<file path="src/fbw_pkg.sv">
// Purpose: shared constants for the full-bridge waveform steering block
// Assumes: APB data 32 bits, 8-bit registers in the low byte of each word
// Notes:   printed offsets are word indices, byte address = 4 * index
package fbw_pkg;

  // ---------------------------------------------------------------
  // bus geometry
  // ---------------------------------------------------------------
  localparam int unsigned ADDR_W = 16;
  localparam int unsigned DATA_W = 32;

  // ---------------------------------------------------------------
  // register indices
  // ---------------------------------------------------------------
  localparam logic [15:0] IDX_CLOCK_SRC  = 16'h3F52;
  localparam logic [15:0] IDX_INPUT_SRC  = 16'h3F53;
  localparam logic [15:0] IDX_RISE_DB    = 16'h3F54;
  localparam logic [15:0] IDX_FALL_DB    = 16'h3F55;
  localparam logic [15:0] IDX_MAIN_CTRL  = 16'h3F56;
  localparam logic [15:0] IDX_POL_CTRL   = 16'h3F57;
  localparam logic [15:0] IDX_SHUT_CTRL  = 16'h3F58;
  localparam logic [15:0] IDX_SHUT_SRC   = 16'h3F59;
  localparam logic [15:0] IDX_STEERING   = 16'h3F5A;

  // ---------------------------------------------------------------
  // field positions and widths
  // ---------------------------------------------------------------
  localparam int unsigned CON0_EN_BIT  = 7;
  localparam int unsigned CON0_LD_BIT  = 6;
  localparam int unsigned MODE_W       = 3;
  localparam int unsigned CON1_IN_BIT  = 5;
  localparam int unsigned AS0_SHUT_BIT = 7;
  localparam int unsigned AS0_REN_BIT  = 6;
  localparam int unsigned SHUTDOWN_LEVEL_BD_LSB     = 4;
  localparam int unsigned SHUTDOWN_LEVEL_AC_LSB     = 2;
  localparam int unsigned LVL_W        = 2;
  localparam int unsigned STR_OVR_LSB  = 4;
  localparam int unsigned LEG_W        = 4;
  localparam int unsigned SRC_W        = 7;
  localparam int unsigned DB_W         = 6;
  localparam int unsigned IS_W         = 4;
  localparam int unsigned LEG_A        = 0;
  localparam int unsigned LEG_B        = 1;
  localparam int unsigned LEG_C        = 2;
  localparam int unsigned LEG_D        = 3;

  // ---------------------------------------------------------------
  // codes and reset values
  // ---------------------------------------------------------------
  localparam logic [2:0] MODE_FWD     = 3'h2;
  localparam logic [2:0] MODE_REV     = 3'h3;
  localparam logic [1:0] LVL_INACTIVE = 2'h0;
  localparam logic [1:0] LVL_LOW      = 2'h2;
  localparam logic [1:0] LVL_HIGH     = 2'h3;
  localparam logic [7:0] REG_RESET    = 8'h00;

endpackage : fbw_pkg

</file>
<file path="src/fbw_input_pick.sv">
// Purpose: picks the modulating input and flags its rising edge
// Assumes: inputs synchronous to pclk
// Notes:   a select beyond the input count reads as constant low
`timescale 1ns/1ps
module fbw_input_pick #(
  parameter int unsigned IN_COUNT = 16
) (
  input  wire logic                    pclk,
  input  wire logic                    presetn,
  input  wire logic                    clk_en,
  input  wire logic [IN_COUNT-1:0]     mod_inputs,
  input  wire logic [fbw_pkg::IS_W-1:0] sel,
  output logic                         level,
  output logic                         rise
);
  import fbw_pkg::*;

  typedef struct packed {
    logic level;
    logic rise;
  } fbw_pick_state_t;

  fbw_pick_state_t r;
  fbw_pick_state_t next_r;

  // ---------------------------------------------------------------
  // selection and edge
  // ---------------------------------------------------------------
  // edge taken against the registered level so rise is one cycle
  always_comb begin
    logic picked;
    picked = 1'b0;
    if (32'(sel) < IN_COUNT) begin
      picked = mod_inputs[sel];
    end
    next_r.level = picked;
    next_r.rise  = picked && !r.level;
  end

  always_ff @(posedge pclk or negedge presetn) begin
    if (!presetn) begin
      r <= '0;
    end else if (clk_en) begin
      r <= next_r;
    end
  end

  assign level = r.level;
  assign rise  = r.rise;

endmodule // fbw_input_pick

</file>
<file path="src/fbw_dead_timer.sv">
// Purpose: counts the direction-switch dead band
// Assumes: tick is high for each cycle of the selected clock source
// Notes:   a limit of zero gives no dead band at all
`timescale 1ns/1ps
module fbw_dead_timer #(
  parameter int unsigned CNT_W = 6
) (
  input  wire logic             pclk,
  input  wire logic             presetn,
  input  wire logic             clk_en,
  input  wire logic             start,
  input  wire logic [CNT_W-1:0] limit,
  input  wire logic             tick,
  output logic                  busy
);
  import fbw_pkg::*;

  typedef struct packed {
    logic             busy;
    logic [CNT_W-1:0] cnt;
  } fbw_timer_state_t;

  fbw_timer_state_t r;
  fbw_timer_state_t next_r;

  // ---------------------------------------------------------------
  // counter
  // ---------------------------------------------------------------
  // a restart while busy begins a fresh full interval
  always_comb begin
    next_r = r;
    if (start) begin
      next_r.busy = (limit != '0);
      next_r.cnt  = '0;
    end else if (r.busy && tick) begin
      if (r.cnt == limit - CNT_W'(1)) begin  // RQ16
        next_r.busy = 1'b0;
      end else begin
        next_r.cnt = r.cnt + CNT_W'(1);
      end
    end
  end

  always_ff @(posedge pclk or negedge presetn) begin
    if (!presetn) begin
      r <= '0;
    end else if (clk_en) begin
      r <= next_r;
    end
  end

  assign busy = r.busy;

  property p_dead_len;
    @(posedge pclk) disable iff (!presetn)
    $fell(r.busy) && !$past(start)
      |-> $past(r.cnt) == $past(limit) - CNT_W'(1) && $past(tick);
  endproperty
  a_dead_len: assert property (p_dead_len) // RQ16
    else $error("dead band ended before its count");

endmodule // fbw_dead_timer

</file>
<file path="src/fbw_bridge_core.sv">
// Purpose: full-bridge waveform steering with an APB register map
// Assumes: all inputs synchronous to pclk; APB slave with no wait state
// Notes:   outputs, read data and handshake all come from flip-flops
// Notes on behaviour
// (RQ1) mode field picks forward or reverse in full-bridge operation
// (RQ2) new direction waits for next rising edge of modulated input
// (RQ3) at direction change outputs A and C swap static states
// (RQ4) old modulated leg goes inactive, the other leg starts modulating
// (RQ5) new modulated leg stays off until the dead band elapses
// (RQ6) dead band only at direction change, only on modulated leg
// (RQ7) static legs A and C switch together with no dead band
// (RQ8) software should lower duty for one period before reversing
// (RQ9) main control: enable bit 7, load bit 6, mode low bits
// (RQ10) steering: override levels D..A bits 7:4, enables bits 3:0
// (RQ11) shutdown sources: seven enables in bits 6:0, bit 7 unused
// (RQ12) shutdown control: state, restart, B/D level, A/C level
// (RQ13) control 1: input level bit 5, polarity D..A bits 3:0
// (RQ14) fall dead band and rise dead band in low six bits
// (RQ15) input source select low bits, clock select bit 0
// (RQ16) dead band counts selected clock cycles up to the count
`timescale 1ns/1ps
module fbw_bridge_core #(
  parameter int unsigned IN_COUNT = 16
) (
  input  wire logic                      pclk,
  input  wire logic                      presetn,
  input  wire logic                      clk_en,
  input  wire logic                      psel,
  input  wire logic                      penable,
  input  wire logic                      pwrite,
  input  wire logic [fbw_pkg::ADDR_W-1:0] paddr,
  input  wire logic [fbw_pkg::DATA_W-1:0] pwdata,
  input  wire logic [IN_COUNT-1:0]       mod_inputs,
  input  wire logic [fbw_pkg::SRC_W-1:0] shutdown_src,
  input  wire logic                      alt_clk_tick,
  output logic [fbw_pkg::DATA_W-1:0]     prdata,
  output logic                           pready,
  output logic                           pslverr,
  output logic                           bridge_out_a,
  output logic                           bridge_out_b,
  output logic                           bridge_out_c,
  output logic                           bridge_out_d
);
  import fbw_pkg::*;

  // ---------------------------------------------------------------
  // elaboration check
  // ---------------------------------------------------------------
  if (IN_COUNT < 1 || IN_COUNT > (1 << IS_W)) begin : g_bad_count
    $error("IN_COUNT must lie between 1 and 16");
  end

  // ---------------------------------------------------------------
  // state
  // ---------------------------------------------------------------
  typedef struct packed {
    logic              clk_sel;
    logic [IS_W-1:0]   in_sel;
    logic [DB_W-1:0]   rise_dead_count;
    logic [DB_W-1:0]   fall_dead_count;
    logic [DB_W-1:0]   dead_active;
    logic              en;
    logic [MODE_W-1:0] mode;
    logic [LEG_W-1:0]  pol;
    logic              shut;
    logic              ren;
    logic [LVL_W-1:0]  shutdown_level_bd;
    logic [LVL_W-1:0]  shutdown_level_ac;
    logic [SRC_W-1:0]  src_en;
    logic [LEG_W-1:0]  ovr;
    logic [LEG_W-1:0]  steer;
    logic              dir_rev;
    logic [LEG_W-1:0]  raw;
    logic [LEG_W-1:0]  outs;
    logic [DATA_W-1:0] prdata;
    logic              pready;
    logic              pslverr;
  } fbw_core_state_t;

  fbw_core_state_t r;
  fbw_core_state_t next_r;

  logic mod_level;
  logic in_rise;
  logic db_busy;
  logic db_start;
  logic db_tick;

  // ---------------------------------------------------------------
  // helpers
  // ---------------------------------------------------------------
  function automatic logic [ADDR_W-1:0] byte_addr(input logic [15:0] idx);
    return {idx[13:0], 2'b00};
  endfunction

  function automatic logic is_bridge(input logic [MODE_W-1:0] m);
    return (m == MODE_FWD) || (m == MODE_REV);
  endfunction

  // shutdown drive: inactive code keeps the polarity's idle level
  function automatic logic shut_level(input logic [LVL_W-1:0] code,
                                      input logic pol);
    case (code)
      LVL_LOW:  return 1'b0;
      LVL_HIGH: return 1'b1;
      default:  return pol;
    endcase
  endfunction

  // ---------------------------------------------------------------
  // submodules
  // ---------------------------------------------------------------
  fbw_input_pick #(
    .IN_COUNT (IN_COUNT)
  ) u_pick (
    .pclk       (pclk),
    .presetn    (presetn),
    .clk_en     (clk_en),
    .mod_inputs (mod_inputs),
    .sel        (r.in_sel),
    .level      (mod_level),
    .rise       (in_rise)
  );

  // direction change is taken only on an input rising edge
  assign db_start = in_rise && is_bridge(r.mode)
                    && (r.dir_rev != r.mode[0]);  // RQ2
  // clock select: pclk itself or the alternate tick
  assign db_tick  = r.clk_sel ? alt_clk_tick : 1'b1;  // RQ16

  fbw_dead_timer #(
    .CNT_W (DB_W)
  ) u_dead (
    .pclk    (pclk),
    .presetn (presetn),
    .clk_en  (clk_en),
    .start   (db_start),
    .limit   (r.dead_active),
    .tick    (db_tick),
    .busy    (db_busy)
  );

  // ---------------------------------------------------------------
  // next state
  // ---------------------------------------------------------------
  always_comb begin
    logic [7:0]       rd;
    logic             unmapped;
    logic             wr;
    logic             any_src;
    logic             sw_set;
    logic             sw_clr;
    logic [LEG_W-1:0] raw;
    rd       = REG_RESET;
    unmapped = 1'b0;
    sw_set   = 1'b0;
    sw_clr   = 1'b0;
    raw      = '0;
    wr       = 1'b0;
    any_src  = 1'b0;
    next_r   = r;

    // read decode, taken in the setup phase
    case (paddr)
      byte_addr(IDX_CLOCK_SRC): rd = {7'h00, r.clk_sel};  // RQ15
      byte_addr(IDX_INPUT_SRC): rd = {4'h0, r.in_sel};  // RQ15
      byte_addr(IDX_RISE_DB):   rd = {2'h0, r.rise_dead_count};  // RQ14
      byte_addr(IDX_FALL_DB):   rd = {2'h0, r.fall_dead_count};  // RQ14
      byte_addr(IDX_MAIN_CTRL): rd = {r.en, 4'h0, r.mode};  // RQ9
      byte_addr(IDX_POL_CTRL):  rd = {2'h0, mod_level, 1'b0, r.pol};  // RQ13
      byte_addr(IDX_SHUT_CTRL): rd = {r.shut, r.ren, r.shutdown_level_bd,
                                      r.shutdown_level_ac, 2'h0};  // RQ12
      byte_addr(IDX_SHUT_SRC):  rd = {1'b0, r.src_en};  // RQ11
      byte_addr(IDX_STEERING):  rd = {r.ovr, r.steer};  // RQ10
      default:                  unmapped = 1'b1;
    endcase

    // answer one cycle after setup, so pready starts the access phase
    next_r.pready = psel && !penable;
    if (psel && !penable) begin
      next_r.prdata  = {24'h00_0000, rd};
      next_r.pslverr = unmapped;
    end

    // writes land on the access edge that sees pready high
    wr = psel && penable && pwrite && r.pready && !r.pslverr;
    if (wr) begin
      case (paddr)
        byte_addr(IDX_CLOCK_SRC): next_r.clk_sel = pwdata[0];  // RQ15
        byte_addr(IDX_INPUT_SRC): next_r.in_sel = pwdata[IS_W-1:0];  // RQ15
        byte_addr(IDX_RISE_DB):
          next_r.rise_dead_count = pwdata[DB_W-1:0];  // RQ14
        byte_addr(IDX_FALL_DB):
          next_r.fall_dead_count = pwdata[DB_W-1:0];  // RQ14
        byte_addr(IDX_MAIN_CTRL): begin
          next_r.en   = pwdata[CON0_EN_BIT];  // RQ9
          next_r.mode = pwdata[MODE_W-1:0];  // RQ1
          // load moves the count into the working copy; reads as 0
          if (pwdata[CON0_LD_BIT]) begin
            next_r.dead_active = r.rise_dead_count;
          end
        end
        byte_addr(IDX_POL_CTRL):  next_r.pol = pwdata[LEG_W-1:0];  // RQ13
        byte_addr(IDX_SHUT_CTRL): begin
          sw_set = pwdata[AS0_SHUT_BIT];  // RQ12
          sw_clr = !pwdata[AS0_SHUT_BIT];
          next_r.ren = pwdata[AS0_REN_BIT];
          next_r.shutdown_level_bd = pwdata[SHUTDOWN_LEVEL_BD_LSB +: LVL_W];
          next_r.shutdown_level_ac = pwdata[SHUTDOWN_LEVEL_AC_LSB +: LVL_W];
        end
        byte_addr(IDX_SHUT_SRC):  next_r.src_en = pwdata[SRC_W-1:0];  // RQ11
        byte_addr(IDX_STEERING): begin
          next_r.ovr   = pwdata[STR_OVR_LSB +: LEG_W];  // RQ10
          next_r.steer = pwdata[LEG_W-1:0];
        end
        default: ;
      endcase
    end

    // shutdown: a live source beats any clear in the same cycle
    any_src = |(shutdown_src & r.src_en);  // RQ11
    if (sw_clr || (r.ren && in_rise && !any_src)) begin
      next_r.shut = 1'b0;
    end
    if (sw_set || any_src) begin
      next_r.shut = 1'b1;
    end

    // direction follows the mode only on the input's rising edge
    if (db_start) begin
      next_r.dir_rev = r.mode[0];  // RQ2
    end

    // leg drive before polarity
    if (r.en && is_bridge(r.mode)) begin
      raw[LEG_A] = !r.dir_rev;  // RQ3
      raw[LEG_C] = r.dir_rev;  // RQ7
      raw[LEG_B] = r.dir_rev && mod_level && !db_busy;  // RQ4
      raw[LEG_D] = !r.dir_rev && mod_level && !db_busy;  // RQ5 RQ6
    end else if (r.en) begin
      for (int i = 0; i < LEG_W; i++) begin
        raw[i] = r.steer[i] ? mod_level : r.ovr[i];
      end
    end
    next_r.raw = raw;

    // polarity, then shutdown override per pair
    for (int i = 0; i < LEG_W; i++) begin
      if (r.shut) begin
        next_r.outs[i] = shut_level((i % 2 == 0) ? r.shutdown_level_ac
                                                 : r.shutdown_level_bd,
                                    r.pol[i]);
      end else begin
        next_r.outs[i] = raw[i] ^ r.pol[i];  // RQ13
      end
    end
  end

  // ---------------------------------------------------------------
  // state register
  // ---------------------------------------------------------------
  always_ff @(posedge pclk or negedge presetn) begin
    if (!presetn) begin
      r <= '0;
    end else if (clk_en) begin
      r <= next_r;
    end
  end

  assign prdata       = r.prdata;
  assign pready       = r.pready;
  assign pslverr      = r.pslverr;
  assign bridge_out_a = r.outs[LEG_A];
  assign bridge_out_b = r.outs[LEG_B];
  assign bridge_out_c = r.outs[LEG_C];
  assign bridge_out_d = r.outs[LEG_D];

  // ---------------------------------------------------------------
  // assertions
  // ---------------------------------------------------------------
  property p_static_legs;
    @(posedge pclk) disable iff (!presetn)
    clk_en && r.en && is_bridge(r.mode)
      |=> r.raw[LEG_A] == !$past(r.dir_rev)
          && r.raw[LEG_C] == $past(r.dir_rev);
  endproperty
  a_static_legs: assert property (p_static_legs) // RQ3
    else $error("static legs do not match direction");

  property p_dir_on_edge;
    @(posedge pclk) disable iff (!presetn)
    $changed(r.dir_rev) |-> $past(in_rise) && $past(clk_en);
  endproperty
  a_dir_on_edge: assert property (p_dir_on_edge) // RQ2
    else $error("direction changed without input rising edge");

  property p_mode_dir;
    @(posedge pclk) disable iff (!presetn)
    clk_en && db_start |=> r.dir_rev == $past(r.mode[0]);
  endproperty
  a_mode_dir: assert property (p_mode_dir) // RQ1
    else $error("direction does not follow mode");

  property p_old_leg_off;
    @(posedge pclk) disable iff (!presetn)
    clk_en && db_start && r.en && r.mode == MODE_REV
      |=> ##1 !r.raw[LEG_D];
  endproperty
  a_old_leg_off: assert property (p_old_leg_off) // RQ4
    else $error("old modulated leg still driven");

  property p_hold_off;
    @(posedge pclk) disable iff (!presetn)
    clk_en && db_busy |=> !r.raw[LEG_B] && !r.raw[LEG_D];
  endproperty
  a_hold_off: assert property (p_hold_off) // RQ5
    else $error("modulated leg driven inside dead band");

  property p_mod_follows;
    @(posedge pclk) disable iff (!presetn)
    clk_en && r.en && r.mode == MODE_FWD && !r.dir_rev && !db_busy
      |=> r.raw[LEG_D] == $past(mod_level);
  endproperty
  a_mod_follows: assert property (p_mod_follows) // RQ6
    else $error("modulated leg delayed outside direction change");

  property p_polarity;
    @(posedge pclk) disable iff (!presetn)
    clk_en && !r.shut |=> r.outs == (r.raw ^ $past(r.pol));
  endproperty
  a_polarity: assert property (p_polarity) // RQ13
    else $error("polarity not applied to outputs");

  property p_shut_src;
    @(posedge pclk) disable iff (!presetn)
    clk_en && |(shutdown_src & r.src_en) |=> r.shut;
  endproperty
  a_shut_src: assert property (p_shut_src) // RQ11
    else $error("enabled shutdown source ignored");

  property p_apb_answer;
    @(posedge pclk) disable iff (!presetn)
    clk_en && psel && !penable |=> pready ##1 !pready;
  endproperty
  a_apb_answer: assert property (p_apb_answer) // no wait state, as in the header
    else $error("pready not a single cycle after setup");

  c_dir_change: cover property (@(posedge pclk) disable iff (!presetn)
    db_start ##1 db_busy);
  c_shutdown: cover property (@(posedge pclk) disable iff (!presetn)
    $rose(r.shut));
  c_apb_write: cover property (@(posedge pclk) disable iff (!presetn)
    psel && penable && pwrite && pready);

endmodule // fbw_bridge_core

</file>
<file path="config.mk">
export PLATFORM = sky130hd
export DESIGN_NAME = fbw_bridge_core
export DESIGN_NICKNAME = d
export VERILOG_FILES = /design/src/fbw_pkg.sv /design/src/fbw_input_pick.sv /design/src/fbw_dead_timer.sv /design/src/fbw_bridge_core.sv
export SDC_FILE = /design/constraint.sdc
export NUM_CORES = 1
export LEC_CHECK = 0
export ABC_AREA = 1
export BUFFER_PORTS_ARGS = -buffer_cell sky130_fd_sc_hd__buf_2
export CORE_MARGIN = 4
export CORE_UTILIZATION = 49
export CTS_CLUSTER_DIAMETER = 100
export DETAILED_ROUTE_END_ITERATION = 16
export PLACE_DENSITY = 0.88
export SKIP_LAST_GASP = 1
export SLEW_MARGIN = 20
export SYNTH_ARGS = -nofsm -noshare
export SYNTH_HDL_FRONTEND = slang
export SYNTH_HIERARCHICAL = 1
export SYNTH_SLANG_ARGS = --single-unit
</file>
<file path="constraint.sdc">
create_clock -name pclk -period 1.8 [get_ports pclk]
set_input_delay 0.36 -clock pclk [delete_from_list [all_inputs] [get_ports pclk]]
set_output_delay 0.36 -clock pclk [all_outputs]
set_load 0.01 [all_outputs]
</file>
==> qor.yml, run 1 <==
holdPathEnd: "r[71]"
cp.required_ns: 2.10
min_path_type: "in -> reg"
ys_ff_latch: 76
nFillCells: 863
crit_chain: "inv_1, or2_2, a21oi_2, inv_2, a21oi_4, nand2_1, a31o_1, nand2_1"
netlist_instances: 654
critPathCaptureType: "flop"
layout_common_cells: "208 x nand2_1, 76 x dfrtp_1, 72 x o21ai_0"
grt_pass1_vias: 3991
synthDominantCellAreaShare_pct: 41.1
finalSetupViolations: 0
vias_per_cell: 5.17
fin_skew_ns: 0.00873
cp_num_buf_inv: 2
antenna_found_initial: 0
numCtsBuffers: 9
grt_max_degree: 64
synth_compound_area_share_pct: 10.7
largest_reg_flops: 53
drive_gt1_share_pct: 16.8
synth_flop_cell: "dfrtp_1"
power.density_nw_per_um2: 618
fin_total_pwr_mw: 3.22
path_delay_family: "compound AO/OA/AOI/OAI gates"
drt-initial-drc-count: 368
gp_congestion: 0.960
rsz0062_at_grt: "true"
ctsLongestPathBuffers: 2
cp_max_fo: 9
arrival_ns: 2.01
use_met1_pct: 29.9
port_buffers: 67
grt_overflow_total: 0
synth.distinct_cells: 36
slew_violations: 0
worstMarginPinSlew_ns: 0.569
max_cap_violations: 0
use_met2_pct: 33.9
io_pins: 116
r2r_start: "r[68]"
r2r_end: "u_dead/busy"
cts_tree: "done"
synth_adder_area_share_pct: 0.812
reg2reg_slack_ns: 0.08
syn_area_per_cell_um2: 7.07
synth-edff-count: 0
cpPeakStageDelay_ns: 0.40
dp_hpwl_um: 8610
period_share_pct: 95.3
drt-pass1-iter-count: 5
holdWs_ns: 0.303
regMostFlops: "r"
p_leak_nw: 2.72
yosys_warnings: 6
num_antenna_cells: 0
nets: 807
die_w_um: 105
fp.dieH_um: 105
grtUsageMet3_pct: 5.19
hold_violations: 0
cts.sinks: 76
syn_to_final_growth_pct: 12.7
fin_crit_ns: 1.72
core_area_um2: 9200
track_usage_pct: 21.6
min_path_cells: 3
worst-setup-path-type: "reg -> reg"
ir_worst_vdd_mv: 0.481
insertion_delay_ns: 0.36
netlist_area_um2: 4620
min_from: "pwdata[7]"
setup_slack_ns: 0.0840
postRouteAntennaNets: 0
synth_top_family_by_area: "simple AND/OR/NAND/NOR gates"
path_clk_slew_ns: 0.08
synthSimpleGateAreaFrac_pct: 32.9
status: "finished clean"
critPathLaunchType: "flop"
relSlewSlack_pct: 61.8
finalSetupTns_ns: 0
post-route-drc-count: 0
h-tree-depth: 3
ys_async_sr_fraction_pct: 100
grt_busiest_layer: "met2"
wl_per_cell_um: 13.5
reg2regPathDepth: 8
grt_pass1_wl_um: 19100
synth-seq-area-share_pct: 41.1
die-area_um2: 11100
final_common_cell: "nand2_1"
preCtsSetupSlack_ns: -0.0851
dr_total_vias: 4349
synth_mux_area_share_pct: 0
cp_slowest_cell: "dfrtp_1"
synth.area.top_cells: "dfrtp_1 41%, nand2_1 17%, o21ai_0 7.8%, nand3_1 7.1%, buf_4 5.4%"
synth_xor_area_share_pct: 1.33
routed_wl_um: 11400
clockRootBuffer: "clkbuf_8"
synth_top_area_cell: "dfrtp_1"
fmax_ghz: 0.583
floorplan.initialDensity_pct: 50.3
row_count: 35
cpMostUsedCell: "nand2_1"
## power breakdown
part	internal [mW]	switching (mW)
sequential	1.72	0.0133
combinational	0.0843	0.166
clock	0.612	0.624
total	2.42	0.803
## synthesized netlist by cell type, types with 3 or more instances
cell type and n:
nand3_1 66, nand2_1 208, inv_1 65, inv_2 8, nor2_1 56, o211ai_1 3
nand3b_1 3, a21oi_1 14, buf_2 8, nand4_1 3, xnor2_1 3, dfrtp_1 76
nand2_2 6, buf_4 33, nor3_1 3, ha_1 3, xor2_1 4, o21ai_0 72
## logic make-up after synthesis
family	Yosys count
DFF	76
AOI/OAI and AO/OA	93
xor gates and xnor gates	7
and+or+nand+nor	354
other	1
adders and majority gates	3
buffers and inverters	120
## how the worst max path moves through the flow
| stage | to | slack (ns) | startpoint | cells after the start |
|---|---|---|---|---|
| 6_report | u_dead/busy | 0.08 | r[68] | 8 |
| 5_1_grt | u_dead/busy | -0.06 | r[68] | 8 |
| 4_1_cts | u_dead/busy | 0.08 | r[68] | 8 |
| 3_5_place_dp | r[63] | -0.09 | paddr[1] | 9 |
| 3_3_place_gp | r[58] | -0.06 | paddr[1] | 9 |
| 2_1_floorplan | u_dead/busy | 0.07 | r[42] | 7 |
## layer usage
layer / wire, µm / vias up
met4: 189 / 0
met5: 0 / -
met2: 5230 / 170
li1: - / 2170
met3: 890 / 20
met1: 5070 / 1989
## through the flow
step / utilization, % / area [µm²] / instances
floorplan: - / 4710 / 677
global placement: 54.4 / 5000 / 824
detailed placement: 54.4 / 5000 / 824
CTS: 56.6 / 5200 / 841
global route: 56.7 / 5210 / 842
finish: 56.7 / 5210 / 842
## worst reg2reg max path, stage by stage (launching register included)
cell     delay (ns)
dfrtp_1        0.40
inv_1          0.07
or2_2          0.28
a21oi_2        0.16
inv_2          0.09
a21oi_4        0.28
nand2_1        0.12
a31o_1         0.20
nand2_1        0.06
## area by class of cell
cell class                      count  area (µm²)  share of cell area, %
Multi-Input combinational cell    481        2210                   42.4
Sequential cell                    76        1900                   36.5
Timing Repair Buffer               83         485                   9.32
Inverter                           75         287                   5.50
Clock buffer                       13         169                   3.24
Tap cell                          111         139                   2.67
Clock inverter                      3        20.0                  0.384
## repair_timing
| item | in CTS | in global routing |
|---|---|---|
| endpoints found under the setup margin | 0 | 7 |
| hold buffers | 1 | 0 |
| hold endpoints to repair | 13 | 0 |
| gates resized for setup | 0 | 0 |
| buffers inserted | 0 | 1 |
Note: power is estimated with default switching activity, not from simulation.
==> run 2, diff against run 1 <==
--- a/config.mk
+++ b/config.mk
@@ -11,7 +11,7 @@
 export CORE_UTILIZATION = 49
 export CTS_CLUSTER_DIAMETER = 100
 export DETAILED_ROUTE_END_ITERATION = 16
-export PLACE_DENSITY = 0.88
+export PLACE_DENSITY = 0.77
 export SKIP_LAST_GASP = 1
 export SLEW_MARGIN = 20
 export SYNTH_ARGS = -nofsm -noshare
==> qor.yml, run 2 (same netlist as run 1, synthesis figures left out) <==
drive_gt1_share_pct: 17.8
min_path_type: "in -> async"
nets: 812
row_count: 35
critPathCaptureType: "flop"
postRouteAntennaNets: 0
fin_crit_ns: 1.66
gp_congestion: 0.939
use_met2_pct: 35.5
vias_per_cell: 5.19
grt_busiest_layer: "met2"
grtUsageMet3_pct: 6.61
fp.dieH_um: 105
cp_max_fo: 5
arrival_ns: 1.93
critPathLaunchType: "input port"
die_w_um: 105
num_antenna_cells: 0
drt-initial-drc-count: 390
place_inst: 829
p_leak_nw: 2.74
period_share_pct: 91.9
status: "finished clean"
grt_max_degree: 77
final_common_cell: "nand2_1"
port_buffers: 67
worst-setup-path-type: "in -> reg"
regMostFlops: "r"
dp_hpwl_um: 9050
io_pins: 116
track_usage_pct: 22.2
slew_violations: 0
cp.required_ns: 2.08
post-route-drc-count: 0
routed_wl_um: 12000
fin_skew_ns: 0.00903
fmax_ghz: 0.604
postCtsHoldBufs: 0
h-tree-depth: 3
grt_pass1_vias: 4079
largest_reg_flops: 53
fin_total_pwr_mw: 3.17
syn_to_final_growth_pct: 13.0
numCtsBuffers: 9
rsz0062_at_grt: "true"
core_area_um2: 9200
path_clk_slew_ns: 0.08
reg2reg_slack_ns: 0.14
insertion_delay_ns: 0.35
power.density_nw_per_um2: 607
floorplan.initialDensity_pct: 50.3
drt-pass1-iter-count: 6
grt_pass1_wl_um: 19600
max_cap_violations: 0
clockRootBuffer: "clkbuf_8"
use_met1_pct: 29.8
ir_worst_vdd_mv: 0.301
layout_common_cells: "208 x nand2_1, 76 x dfrtp_1, 72 x o21ai_0"
relSlewSlack_pct: 64.5
antenna_found_initial: 0
die-area_um2: 11100
finalSetupViolations: 0
dr_total_vias: 4391
wl_per_cell_um: 14.2
cts_tree: "done"
grt_overflow_total: 0
cts.sinks: 76
ctsLongestPathBuffers: 2
final_cells: 846
worstMarginPinSlew_ns: 0.528
hold_violations: 0
## run 2: cell count changes in the layout (fill, tap and decap cells not counted), sizes merged
cell / previous run / this run
buf: 82 / 88
clkbuf: 13 / 11
dlygate4sd3: 1 / 0
clkinv: 2 / 3
## run 2: path summary, 6_finish.rpt
path	from	endpoint	depth (start not counted)
max	paddr[1]	prdata[4]	8
min	presetn	u_dead/r[1]	2
max reg2reg	r[72]	u_dead/r[2]	10
min reg2reg	prdata[5]	prdata[5]	2
max in group asynchronous	presetn	r[48]	2
min in group pclk	pwdata[7]	r[50]	3
## run 2: repair_timing
item                                    CTS  global route
setup buffers                             0             2
gates resized for setup                   0             2
endpoints found under the setup margin    0             9
## run 2: layout make-up
cell class,instances,area (µm²)
Clock buffer,11,151
Multi-Input combinational cell,481,2220
Timing Repair Buffer,88,505
Clock inverter,4,25.0
Tap cell,111,139
Fill cell,875,3970
Sequential cell,76,1900
Inverter,75,287
## run 2: routing by layer
metal	vias up	part of all wire [%]
li1	2171	-
met1	2005	44
met2	200	46
met3	15	8.1
met4	0	1.5
met5	-	0
## run 2: stage by stage
stage,worst slack (ns),setup TNS (ns),hold slack [ns],utilization [%],area (µm²)
2_1_floorplan,0.0704,0,0.0644,-,4710
3_3_place_gp,-0.0929,-1.89,0.424,54.7,5030
3_5_place_dp,-0.161,-2.87,0.428,54.7,5030
4_1_cts,0.0932,0,0.0519,56.6,5200
5_1_grt,-0.0132,-0.0141,0.0351,56.8,5230
6_report,0.145,0,0.0245,56.8,5230
## run 2: report_power, final
part / internal, mW / switching, mW / leakage, nW / total (mW)
Combinational: 0.0827 / 0.168 / 1.60 / 0.250
Clock: 0.563 / 0.622 / 0.0872 / 1.18
Sequential: 1.72 / 0.0147 / 1.05 / 1.73
Total: 2.37 / 0.804 / 2.74 / 3.17
## run 2: critical path: stages
cell and delay (ns):
buf_2 0.09, nor2_1 0.30, nand2_1 0.17, nor2_1 0.17, nand2_1 0.13, o21ai_0 0.30, o21ai_0 0.28, nand2_1 0.11
